### config.mk
export PLATFORM = sky130hd
export DESIGN_NAME = udcp_command_port
export DESIGN_NICKNAME = d
export VERILOG_FILES = /design/src/core/udcp_pair_buffer.v /design/src/core/udcp_command_port.v
export VERILOG_INCLUDE_DIRS = /design/src /design/src/core
export SDC_FILE = /design/constraint.sdc
export NUM_CORES = 1
export LEC_CHECK = 0
export BUFFER_PORTS_ARGS = -buffer_cell sky130_fd_sc_hd__buf_2
export CAP_MARGIN = 20
export CORE_ASPECT_RATIO = 2
export CORE_MARGIN = 4
export CORE_UTILIZATION = 55
export CTS_BUF_LIST = sky130_fd_sc_hd__clkbuf_4
export CTS_CLUSTER_DIAMETER = 120
export DETAILED_ROUTE_END_ITERATION = 7
export GPL_ROUTABILITY_DRIVEN = 0
export PLACE_DENSITY = 0.78
export SLEW_MARGIN = 0
export SYNTH_ARGS = -nofsm -noshare
export SYNTH_HDL_FRONTEND = slang
export SYNTH_HIERARCHICAL = 1
export SYNTH_SLANG_ARGS = --single-unit
export TNS_END_PERCENT = 50
### constraint.sdc
create_clock -name clk -period 4.1 [get_ports clk]
set_clock_uncertainty 0.15 [all_clocks]
set_input_delay 1.23 -clock clk [delete_from_list [all_inputs] [get_ports clk]]
set_output_delay 1.23 -clock clk [all_outputs]
set_load 0.01 [all_outputs]
### src/core/udcp_defines.vh
// constants shared by the command port of the usb device side
// assumes it is included by bare name from files under core/
//
// Behaviour
// - command-select bit high: low data byte is the command code.
// - commands without data phase act as soon as the code arrives.
// - command-select bit low: word moves to/from the latched target.
// - wider items go least significant byte or word first.
// - upper byte ignored in command phase and when undefined in data.
// - odd IN packet: upper byte of the last word is not sent.
// - packet length sits in the first two bytes of the buffer.
// - codes 20..2f write one configuration word per endpoint.
// - codes 30..3f read one configuration word per endpoint.
// - codes 01..0f send data words into the IN endpoint buffers.
// - transfer limit 1023 bytes isochronous, 64 bytes otherwise.
// - codes 10, 12..1f read data words from OUT endpoint buffers.
// - codes 40..4f stall, 80..8f unstall; no data phase.
// - codes 50..5f read one endpoint state word.
// - codes d0..df read one endpoint state copy word.
// - codes 61..6f validate an IN buffer; 60 is illegal.
// - codes 70, 72..7f clear an OUT buffer; 71 is illegal.
// - codes a0, a1 read one fault code word of a control endpoint.
// - code f4 acknowledges setup on both control endpoints at once.
// - reading the state copy changes no state or interrupt bit.
// - N bytes take (N + 1) DIV 2 data words.
`ifndef UDCP_DEFINES_VH
`define UDCP_DEFINES_VH

// command classes, upper nibble of the code
`define UDCP_CLS_BUFW 4'h0
`define UDCP_CLS_BUFR 4'h1
`define UDCP_CLS_CFGW 4'h2
`define UDCP_CLS_CFGR 4'h3
`define UDCP_CLS_STALL 4'h4
`define UDCP_CLS_STATE 4'h5
`define UDCP_CLS_VALID 4'h6
`define UDCP_CLS_CLEAR 4'h7
`define UDCP_CLS_UNSTALL 4'h8
`define UDCP_CLS_FAULT 4'ha
`define UDCP_CLS_COPY 4'hd
`define UDCP_CODE_SETUP 8'hf4

// endpoint numbers of the two control endpoints
`define UDCP_EP_CTRL_OUT 4'h0
`define UDCP_EP_CTRL_IN 4'h1

// configuration word: isochronous flag position, reset value
`define UDCP_CFG_ISO 4
`define UDCP_CFG_RESET 8'h00

// byte limits per transfer
`define UDCP_MAX_ISO 10'h3ff
`define UDCP_MAX_BULK 10'h040

// single-word read sources
`define UDCP_SRC_CFG 2'h0
`define UDCP_SRC_STATE 2'h1
`define UDCP_SRC_COPY 2'h2
`define UDCP_SRC_FAULT 2'h3

`endif

### src/core/udcp_pair_buffer.v
// two-entry buffer with valid/ready on both sides
// assumes one clock; all outputs come from flip-flops
`timescale 1ns/10ps
`default_nettype none
module udcp_pair_buffer #(
   parameter WIDTH = 22
) (
   // clock and reset
   input wire clk,
   input wire resetn,
   // filling side
   input wire inValid,
   output reg inReady,
   input wire [WIDTH-1:0] inData,
   // draining side
   output reg outValid,
   input wire outReady,
   output reg [WIDTH-1:0] outData
);

reg [WIDTH-1:0] spare;
reg spareFull;
wire push = inValid & inReady;
wire pop = outValid & outReady;

// slot 0 faces the drain, the spare slot catches a word during a stall
always @(posedge clk or negedge resetn) begin
   if (!resetn) begin
      outValid <= 1'b0;
      spareFull <= 1'b0;
      inReady <= 1'b1;
      outData <= {WIDTH{1'b0}};
      spare <= {WIDTH{1'b0}};
   end else if (pop) begin
      if (spareFull) begin
         outData <= spare;
         spareFull <= 1'b0;
         inReady <= 1'b1;
      end else begin
         outData <= inData;
         outValid <= push;
      end
   end else if (push) begin
      if (!outValid) begin
         outData <= inData;
         outValid <= 1'b1;
      end else begin
         spare <= inData;
         spareFull <= 1'b1;
         inReady <= 1'b0; // full: host must wait before the next word
      end
   end
end

endmodule // udcp_pair_buffer
`default_nettype wire

### src/core/udcp_command_port.v
// command interpreter of the usb device side host port
// assumes a 16-bit host bus already synchronous to clk, one-cycle
// read and write strobes, and an endpoint engine that owns the fifos
// limitation: a new command code silently aborts an open data phase,
// so the host must finish a buffer transfer before the next code;
// the engine is expected to answer a word fetch within a few cycles;
// lengths above the endpoint limit are cut rather than refused
`timescale 1ns/10ps
`default_nettype none
`include "udcp_defines.vh"
module udcp_command_port #(
   parameter EP_COUNT = 16,
   parameter CFG_W = 8
) (
   // clock and reset
   input wire clk,
   input wire resetn,
   // host bus
   input wire commandSelect,
   input wire hostWrite,
   input wire hostRead,
   input wire [15:0] hostWrData,
   output reg [15:0] hostRdData,
   output reg hostRdValid,
   output wire hostWrReady,
   // endpoint control towards the engine
   output reg [3:0] epIndex,
   output reg stallSet,
   output reg stallClear,
   output reg bufValidate,
   output reg bufClear,
   output reg setupAck,
   output reg stateRead,
   output reg cfgWrite,
   output reg [CFG_W-1:0] cfgWrData,
   // engine state of the endpoint in epIndex
   input wire [7:0] epStateWord,
   input wire [7:0] epStateCopy,
   input wire [7:0] epFaultCode,
   // IN data towards the endpoint buffers
   output wire txValid,
   input wire txReady,
   output wire [15:0] txData,
   output wire txLast,
   output wire txOddLast,
   output wire [3:0] txEp,
   // OUT data from the endpoint buffers
   output reg rxPop,
   input wire rxValid,
   input wire [15:0] rxData
);

// phases, one-hot
// one-hot so the phase[1] and phase[3] tests each read a single flip-flop
localparam P_NONE = 5'b00001;
localparam P_CFGW = 5'b00010;
localparam P_REGR = 5'b00100;
localparam P_BUFW = 5'b01000;
localparam P_BUFR = 5'b10000;

// limits a length word to what the endpoint may carry
// a host that overstates the length cannot overrun the endpoint
function [9:0] clampLen;
   input [15:0] n;
   input iso;
   reg [9:0] lim;
   begin
      lim = iso ? `UDCP_MAX_ISO : `UDCP_MAX_BULK;
      clampLen = (n > {6'h00, lim}) ? lim : n[9:0];
   end
endfunction

// number of bus words a byte count takes
// odd counts round up; the last word then carries a single byte
function [9:0] wordsOf;
   input [9:0] n;
   reg [10:0] sum;
   begin
      sum = {1'b0, n} + 11'h001;
      wordsOf = sum[10:1];
   end
endfunction

// true unless the code names the given control endpoint; each
// control endpoint refuses one direction of buffer traffic
function notCtrl;
   input [3:0] ep;
   input [3:0] ctrl;
   begin
      notCtrl = (ep != ctrl);
   end
endfunction

// state
// firstWord marks the length word that opens every buffer transfer
// wordsLeft counts the payload words still owed in either direction
reg [4:0] phase;
reg [1:0] readSrc;
reg firstWord;
reg waitRx;
reg lenOdd;
reg [9:0] wordsLeft;
reg [CFG_W-1:0] cfgMem [0:EP_COUNT-1];

// host strobes split by phase of the access
// a read strobe that meets a write on the same edge is dropped
wire cmdStrobe = hostWrite & commandSelect;
wire dataWrite = hostWrite & ~commandSelect;
wire dataRead = hostRead & ~commandSelect;
wire [7:0] code = hostWrData[7:0]; // upper byte dropped
wire [3:0] codeCls = code[7:4];
wire [3:0] codeEp = code[3:0];
wire epIso = cfgMem[epIndex][`UDCP_CFG_ISO];

// IN word push into the buffer
// the length word of a transfer goes out to the engine as well
wire bufReady;
wire [9:0] wrLen = clampLen(hostWrData, epIso);
wire pushWord = dataWrite & phase[3] & bufReady;
wire pushLast = firstWord ? (wrLen == 10'h000) : (wordsLeft == 10'h001);
wire pushOdd = ~firstWord & pushLast & lenOdd;
wire [21:0] pushData = {epIndex, pushOdd, pushLast, hostWrData};
wire [21:0] headData;

// buffer outputs are flops already; they go out without extra logic
assign hostWrReady = bufReady;
assign txData = headData[15:0];
assign txLast = headData[16];
assign txOddLast = headData[17];
assign txEp = headData[21:18];

// two slots so a stall by the endpoint engine loses no word
// each slot packs endpoint, odd flag, last flag and the bus word
udcp_pair_buffer #(
   .WIDTH(22)
) wordBuffer (
   .clk(clk),
   .resetn(resetn),
   .inValid(pushWord),
   .inReady(bufReady),
   .inData(pushData),
   .outValid(txValid),
   .outReady(txReady),
   .outData(headData)
);

// single-word read source mux
// the source is fixed at command time; the word is taken at the read
reg [7:0] regWord;
always @* begin
   case (readSrc)
      `UDCP_SRC_CFG: regWord = cfgMem[epIndex];
      `UDCP_SRC_STATE: regWord = epStateWord;
      `UDCP_SRC_COPY: regWord = epStateCopy;
      default: regWord = epFaultCode;
   endcase
end

// configuration words, kept here so they read back unchanged
// the isochronous flag stored here also picks the length limit
integer i;
always @(posedge clk or negedge resetn) begin
   if (!resetn) begin
      for (i = 0; i < EP_COUNT; i = i + 1) begin
         cfgMem[i] <= `UDCP_CFG_RESET;
      end
   end else if (dataWrite & phase[1]) begin
      cfgMem[epIndex] <= hostWrData[CFG_W-1:0];
   end
end

// command decode and data-phase handling
// every pulse towards the engine is a flop cleared on the next edge
always @(posedge clk or negedge resetn) begin
   if (!resetn) begin
      phase <= P_NONE;
      readSrc <= `UDCP_SRC_CFG;
      firstWord <= 1'b0;
      waitRx <= 1'b0;
      lenOdd <= 1'b0;
      wordsLeft <= 10'h000;
      epIndex <= 4'h0;
      stallSet <= 1'b0;
      stallClear <= 1'b0;
      bufValidate <= 1'b0;
      bufClear <= 1'b0;
      setupAck <= 1'b0;
      stateRead <= 1'b0;
      cfgWrite <= 1'b0;
      cfgWrData <= `UDCP_CFG_RESET;
      rxPop <= 1'b0;
      hostRdData <= 16'h0000;
      hostRdValid <= 1'b0;
   end else begin
      // strobes towards the engine last one cycle
      stallSet <= 1'b0;
      stallClear <= 1'b0;
      bufValidate <= 1'b0;
      bufClear <= 1'b0;
      setupAck <= 1'b0;
      stateRead <= 1'b0;
      cfgWrite <= 1'b0;
      rxPop <= 1'b0;
      hostRdValid <= 1'b0;
      if (cmdStrobe) begin
         // a new code always aborts whatever data phase was open
         epIndex <= codeEp;
         firstWord <= 1'b1;
         waitRx <= 1'b0;
         phase <= P_NONE; // illegal codes end here
         case (codeCls)
            // IN buffers only; the control OUT code opens nothing
            `UDCP_CLS_BUFW: begin
               if (notCtrl(codeEp, `UDCP_EP_CTRL_OUT)) begin
                  phase <= P_BUFW;
               end
            end
            // OUT buffers only; the control IN code opens nothing
            `UDCP_CLS_BUFR: begin
               if (notCtrl(codeEp, `UDCP_EP_CTRL_IN)) begin
                  phase <= P_BUFR;
               end
            end
            // one-word register targets close after their single access
            `UDCP_CLS_CFGW: begin
               phase <= P_CFGW;
            end
            // config, state, copy and fault reads share the one-word path
            `UDCP_CLS_CFGR: begin
               phase <= P_REGR;
               readSrc <= `UDCP_SRC_CFG;
            end
            // the live state read lets the engine clear its bits afterwards
            `UDCP_CLS_STATE: begin
               phase <= P_REGR;
               readSrc <= `UDCP_SRC_STATE;
            end
            // the copy read is answered the same way but pulses nothing
            `UDCP_CLS_COPY: begin
               phase <= P_REGR;
               readSrc <= `UDCP_SRC_COPY;
            end
            // only the two control endpoints own a fault code word
            `UDCP_CLS_FAULT: begin
               if (codeEp[3:1] == 3'h0) begin
                  phase <= P_REGR;
                  readSrc <= `UDCP_SRC_FAULT;
               end
            end
            // no data phase: the engine acts on epIndex at the next edge
            `UDCP_CLS_STALL: begin
               stallSet <= 1'b1;
            end
            // the matching unstall uses the same endpoint field
            `UDCP_CLS_UNSTALL: begin
               stallClear <= 1'b1;
            end
            `UDCP_CLS_VALID: begin
               bufValidate <= notCtrl(codeEp, `UDCP_EP_CTRL_OUT);
            end
            `UDCP_CLS_CLEAR: begin
               bufClear <= notCtrl(codeEp, `UDCP_EP_CTRL_IN);
            end
            default: begin
               // setup acknowledge covers both control endpoints
               setupAck <= (code == `UDCP_CODE_SETUP);
            end
         endcase
      end else if (dataWrite) begin
         case (phase)
            P_CFGW: begin
               // the local copy updates on this same edge
               cfgWrite <= 1'b1;
               cfgWrData <= hostWrData[CFG_W-1:0];
               phase <= P_NONE;
            end
            P_BUFW: begin
               // a stalled buffer refuses the word; host polls ready
               if (bufReady) begin
                  firstWord <= 1'b0;
                  if (firstWord) begin
                     // length word leads the payload
                     lenOdd <= wrLen[0];
                     wordsLeft <= wordsOf(wrLen);
                  end else begin
                     wordsLeft <= wordsLeft - 10'h001;
                  end
                  // the last word closes the phase; later words are dropped
                  if (pushLast) begin
                     phase <= P_NONE;
                  end
               end
            end
            default: begin
               // no open write target: the word is dropped
               phase <= phase;
            end
         endcase
      end else if (dataRead && !waitRx) begin
         case (phase)
            P_REGR: begin
               hostRdData <= {8'h00, regWord};
               hostRdValid <= 1'b1;
               // only the live state read lets the engine clear bits;
               // the copy read leaves everything alone
               stateRead <= (readSrc == `UDCP_SRC_STATE);
               phase <= P_NONE;
            end
            P_BUFR: begin
               // one fetch at a time; a read during the fetch is ignored
               rxPop <= 1'b1; // fetch one word from the engine
               waitRx <= 1'b1;
            end
            default: begin
               // nothing selected: a defined zero answer
               hostRdData <= 16'h0000;
               hostRdValid <= 1'b1;
            end
         endcase
      end else if (waitRx && rxValid) begin
         // engine answered the fetch; pass it straight to the host
         waitRx <= 1'b0;
         hostRdData <= rxData;
         hostRdValid <= 1'b1;
         firstWord <= 1'b0;
         if (firstWord) begin
            // an overstated length is cut here as on the write side
            // length comes first, low byte first
            wordsLeft <= wordsOf(clampLen(rxData, epIso));
            if (clampLen(rxData, epIso) == 10'h000) begin
               phase <= P_NONE;
            end
         end else begin
            wordsLeft <= wordsLeft - 10'h001;
            if (wordsLeft == 10'h001) begin
               // odd tail byte is left for the host to drop
               phase <= P_NONE;
            end
         end
      end
   end
end

endmodule // udcp_command_port
`default_nettype wire

Word-level counts from Yosys, hierarchy flattened:

Index checks and enable logic that the tools add are counted.

* register bits: 232

* reduce and logical (&&, ||, !) cells: 34
* equal/unequal tests: 37
* $lt $le $gt $ge: 4
* add/subtract/negate cells: 3
* bitwise operators: 16
* muxes and demuxes: 88

Operators with widths (number)
* $bwmux W128: 1
* $mux W10: 10
* $mux W22: 4
* $mux W5: 11
* $mux W1: 47
* $bmux W8 S4: 1
* $demux W8 S4: 1
* $gt A16 B10 Y1: 2
* $mux W16: 2
* $pmux W16 S2: 1
* $pmux W5 S5: 1
* $mux W8: 3
* $pmux W8 S3: 1
* $add A10 B1 Y11 const B: 2
* $logic_not A10 Y1: 2
* $eq A4 B3 Y1 const B: 4
* $reduce_and A3 Y1: 5
* $eq A4 B4 Y1 const B: 3
* $ne A2 B2 Y1 const B: 6
* $reduce_bool A4 Y1: 3
* $reduce_or A11 Y1: 1
* $and A1 B1 Y1: 10
* $eq A10 B1 Y1 const B: 1
* $pmux W5 S2: 1
* other kinds (39): 59

Logic depth before layout (Yosys ltp):

* word-level depth: 14
* depth in mapped cells: 21
* gate-level depth less buffers: 18

Hierarchy:

Netlist, hierarchy kept.

Modules (own cells, without submodules)
* udcp_command_port: area each 9829.4 sq um, instances 1, cells an instance 829, seq. area each 4630.7 sq um
* udcp_pair_buffer: area each 2013.2 sq um, instances 1, cells an instance 133, seq. area each 1177.4 sq um

Least setup slack after synthesis:

No wires, ideal clock.

* kind: register -> register
* start point: register epIndex[1]
* end point: register wordsLeft[7]
* period minus slack after synthesis: 4515 ps
* path slack: -415 ps
* stages on the path, launching flop included: 20
* data arrival time: 4271 ps
* required time: 3856 ps
* path through: dfrtp_1 -> buf_6 -> mux4_2 -> mux2_4 -> o21ai_4 -> ha_1 -> a211o_1 -> nor4_1 -> or2_2 -> clkbuf_1 -> a21oi_1 -> inv_1 -> ha_1 -> clkbuf_1 -> nand2_1 -> nor2_1 -> xnor2_1 -> o21ai_0 -> a21oi_1 -> a211oi_1

* longest elaborated chain between the ends: 12
* elaborated cells on any way between the ends: 18
* those cells by class: add/sub: 2; order compare: 2; mux: 13; bitwise: 1

Ends and longest elaborated chain
* start, declared: RTL line udcp_command_port.v:27 `output reg [3:0] epIndex,`
* start signal, assigned: RTL line udcp_command_port.v:207 `epIndex <= codeEp;`
* $not A4 Y5 (implied by the code) *: RTL line udcp_command_port.v:113 `` wire epIso = cfgMem[epIndex][`UDCP_CFG_ISO]; ``
* $bmux W8 S4 *: RTL line udcp_command_port.v:113
* $mux W8 * (2 in a row)
* $mux W10 (no source line) *
* $gt A16 B10 Y1: RTL line udcp_command_port.v:69 `clampLen = (n > {6'h00, lim}) ? lim : n[9:0];`
* $mux W10 *: RTL line udcp_command_port.v:69
* net wrLen[0]: RTL line udcp_command_port.v:118 `wire [9:0] wrLen = clampLen(hostWrData, epIso);`
* $add A10 B1 Y11 *: RTL line udcp_command_port.v:79 `sum = {1'b0, n} + 11'h001;`
* $mux W10 *: RTL line udcp_command_port.v:281 `if (firstWord) begin`
* $mux W10 *: RTL line udcp_command_port.v:279 `if (bufReady) begin`
* $mux W10 *: RTL line udcp_command_port.v:270 `case (phase)`
* $mux W10 *: RTL line udcp_command_port.v:269 `end else if (dataWrite) begin`
* end signal, assigned: RTL line udcp_command_port.v:284 `wordsLeft <= wordsOf(wrLen);`
* end signal, assigned: RTL line udcp_command_port.v:286 `wordsLeft <= wordsLeft - 10'h001;`
* end signal, assigned: RTL line udcp_command_port.v:329 `wordsLeft <= wordsOf(clampLen(rxData, epIso));`
* end, declared: RTL line udcp_command_port.v:102 `reg [9:0] wordsLeft;`

Mark *: on every way through the listed nets, which the timed path passes. The rest lies on a longest branch. The select of a mux whose other input is x is not followed.
A chain may end at the register's enable or synchronous reset.

Final worst setup path:

* start point: register epIndex[1]
* end point: register phase[1]

* longest elaborated chain between the ends: 11
* elaborated cells on any way between the ends: 15
* those cells by class: order compare: 2; eq/ne: 2; mux: 7; bitwise: 1; reduce/logical: 3

Ends and longest elaborated chain
* $not A4 Y5 (implied by the code) *: RTL line udcp_command_port.v:113
* $bmux W8 S4 *: RTL line udcp_command_port.v:113
* $mux W8 * (2 in a row)
* $mux W10 (no source line) *
* $gt A16 B10 Y1: RTL line udcp_command_port.v:69
* $mux W10: RTL line udcp_command_port.v:69
* $logic_not A10 Y1: RTL line udcp_command_port.v:120 `wire pushLast = firstWord ? (wrLen == 10'h000) : (wordsLeft == 10'h001);`
* $mux W1: RTL line udcp_command_port.v:120
* $ne A4 B4 Y1 (no source line)
* $reduce_and A7 Y1 (no source line) *
* end signal, assigned: RTL line udcp_command_port.v:296 `phase <= phase;`
* end, declared: RTL line udcp_command_port.v:97 `reg [4:0] phase;`

Mark *: on every way between the ends. The rest lies on a longest branch, timed or not. The select of a mux whose other input is x is not followed.

==> flow_metrics.env <==
export IMPL_outcome="complete, but fails checks"
export IMPL_violations="negative setup slack"
export IMPL_max_slew_margin_pct=41.6
export IMPL_busiest_layer="met2"
export IMPL_ys_types=71
export IMPL_startpoint_type="flip-flop"
export IMPL_met2_usage_pct=47.5
export IMPL_clk_insertion_delay_late_ps=660
export IMPL_postCtsHoldBufs=0
export IMPL_viasPerCell=6.13
export IMPL_post_dp_cell_area_sq_um=13000
export IMPL_hpwl_um=22600
export IMPL_cp_slowest_cell="mux4_2"
export IMPL_cts_root_buf="clkbuf_4"
export IMPL_nets=1228
export IMPL_syn_num_nets=1049
export IMPL_syn2layout_area_growth_pct=16.9
export IMPL_ios=124
export IMPL_rsz0062_at_grt="true"
export IMPL_nFillCells=1615
export IMPL_die_x_um=112
export IMPL_vdd_drop_max_v=0.000244
export IMPL_cts_sinks=232
export IMPL_max_cap_violations=0
export IMPL_use_met3_pct=3.67
export IMPL_grt_use_met1_pct=27.2
export IMPL_finalWorstSetupSlack_ps=-122
export IMPL_htree_levels=2
export IMPL_grtUsageTotal_pct=26.3
export IMPL_ys_ff_latch=232
export IMPL_overflow=0
export IMPL_fmax_mhz=237
export IMPL_grt_antenna_before_repair=4
export IMPL_ys_async_sr_fraction_pct=100
export IMPL_synth_top_area_cell="dfrtp_1"
export IMPL_grt_max_degree=96
export IMPL_crit_type="reg2reg"
export IMPL_synth_top_area_share_pct=48.6
export IMPL_drt_total_wl_um=31300
export IMPL_clockBufferDepth=3
export IMPL_syn_area_per_cell_sq_um=12.3
export IMPL_synth_area_leaders="dfrtp_1 49%, mux2_2 12%, mux4_2 8.9%"
export IMPL_floorplan_initialDensity_pct=56.1
export IMPL_period_needed_ps=4220
export IMPL_yosysSeqAreaShare_pct=49.0
export IMPL_numCtsBuffers=51
export IMPL_synth_edff_count=0
export IMPL_p_per_area_nw_per_um2=365
export IMPL_cts_tree="built"
export IMPL_setup_tns_ps=-459
export IMPL_port_buffers=123
export IMPL_worstHoldPathType="reg2reg"
export IMPL_yosysMostFrequentCell="dfrtp_1"
export IMPL_wire_per_inst_um=21.6
export IMPL_die_area_sq_um=24100
export IMPL_drcViolationCount=0
export IMPL_vias=8883
export IMPL_grt_first_pass_wirelength_um=50100
export IMPL_core_area_sq_um=21100
export IMPL_leakage_nw=6.73
export IMPL_synth_warnings=6
export IMPL_required_ps=4490
export IMPL_maxSlewViolCount=0
export IMPL_drtIter0Drc=530
export IMPL_synth_common_cells="230 x dfrtp_1, 128 x mux2_2, 74 x nand2_1, 47 x mux4_2, 47 x nor2_1"
export IMPL_drive_gt1_share_pct=43.5
export IMPL_drtAntennaViolNets=0
export IMPL_fin_util_pct=65.5
export IMPL_die_y_um=216
export IMPL_final_area_sq_um=13800
export IMPL_synth_main_ff_cell="dfrtp_1"
export IMPL_crit_arrival_ps=4610
export IMPL_tightest_slew_ps=876
export IMPL_path_cells="mux4_2 > mux2_4 > o21ai_4 > buf_6 > ha_4 > nand4_1 > a211oi_2 > nor4_4 > or2_4 > a21o_1 > inv_1 > ha_1 > and3_1 > nand3_1 > o211ai_1 > nand3_2 > a32o_1"
export IMPL_syn_area_sq_um=11800
export IMPL_finalCritPeriodShare_pct=103
export IMPL_setup_violations=5
export IMPL_hold_violations=0
export IMPL_rows=75
export IMPL_grt_pass1_vias=9535
export IMPL_end_kind="flip-flop"
export IMPL_slowest_delay_ps=530
export IMPL_worstPathMaxFanout=5
export IMPL_clk_pin_slew_ps=70
export IMPL_synthCells=962
export IMPL_first_pass_iters=5
## per-layer routing
metal | part of all wire [%] | vias to the layer above
met5 | 0 | -
met4 | 7.7 | 0
met3 | 3.8 | 125
met2 | 55 | 290
met1 | 33 | 4520
li1 | - | 3948
## report_power, final
group / switching, mW / internal [mW] / total (mW)
sequential: 0.0668 / 2.37 / 2.44
clock: 0.868 / 0.942 / 1.81
combinational: 0.446 / 0.362 / 0.809
total: 1.38 / 3.68 / 5.06
## area by class of cell
type	count	area (sq um)	share of cell area, %
inverters	21	81.3	0.588
flip-flops and latches	232	5810	42.0
clock buffers	80	601	4.34
repair buffers	188	1140	8.24
well taps	269	337	2.43
clock inverters	8	57.6	0.416
multi-input cells	647	5800	41.9
diodes	4	10.0	0.0723
## kinds of logic (layout without fill, tap and decap cells)
family / after synthesis / in the layout / share of synthesized area, %
and+or+nand+nor: 262 / 262 / 11.2
AOI/OAI and AO/OA: 150 / 150 / 9.24
xor gates and xnor gates: 15 / 15 / 1.11
other: 0 / 4 / 0
buffers and inverters: 83 / 297 / 3.17
adders and majority gates: 24 / 24 / 2.54
DFF: 232 / 232 / 49.0
muxes: 196 / 196 / 23.7
## critical path, delay by kind of cell, from the launching register on
| family | cells | cell delay [ps] |
|---|---|---|
| fa+ha+maj | 2 | 260 |
| flops | 1 | 400 |
| buf+inv | 2 | 250 |
| compound gates | 5 | 1300 |
| mux | 2 | 820 |
| simple gates | 6 | 930 |
## layout by cell type, fill, tap and decap left out, drive strengths merged, types with 7 or more instances in the layout
cell      n
a21o      7
a21oi    29
a31oi     7
and3      8
buf     188
clkbuf   80
dfrtp   230
ha       24
inv      22
mux2    148
mux4     47
nand2    75
nand2b    9
nand3    41
nor2     50
nor3     15
nor4     10
o21a      7
o21ai    31
o221a    22
o22ai    12
or2      23
xnor2    10
## path summary, 6_finish.rpt
check	startpoint	end	slack, ps	cells after the start
setup / recovery	epIndex[1]	phase[1]	-120	17
hold / removal	hostRdData[12]	hostRdData[12]	310	2
setup reg to reg	epIndex[1]	phase[1]	-120	17
hold reg to reg	hostRdData[12]	hostRdData[12]	310	2
max in group asynchronous	resetn	cfgMem[126]	2400	2
min in group asynchronous	resetn	cfgWrData[2]	390	1
## stage by stage
step | worst slack (ps) | hold WS (ps) | total power, mW | instances
4_1_cts | -82.2 | 316 | 5.08 | 1443
5_1_grt | -317 | 356 | 5.31 | 1449
2_1_floorplan | -165 | 295 | 2.94 | 962
3_3_place_gp | -13.6 | 297 | 3.23 | 1352
3_5_place_dp | -118 | 301 | 3.25 | 1352
6_report | -122 | 310 | 5.06 | 1449
## what timing repair did
item,in CTS,in global routing
buffers inserted,3,1
endpoints found under the hold margin,0,0
pin swaps,9,10
resized for setup,2,19
setup endpoints to repair,7,12
cloned,0,1
## flip-flops by register name, summed over array words and instances, names as in the netlist, 2 cells and up
name and flops:
hostRdData 16, readSrc 2, cfgMem 128, wordsLeft 10, wordBuffer/outData 22, phase 5, cfgWrData 8, wordBuffer/spare 22
epIndex 4
Note: power is estimated with default switching activity, not from simulation.
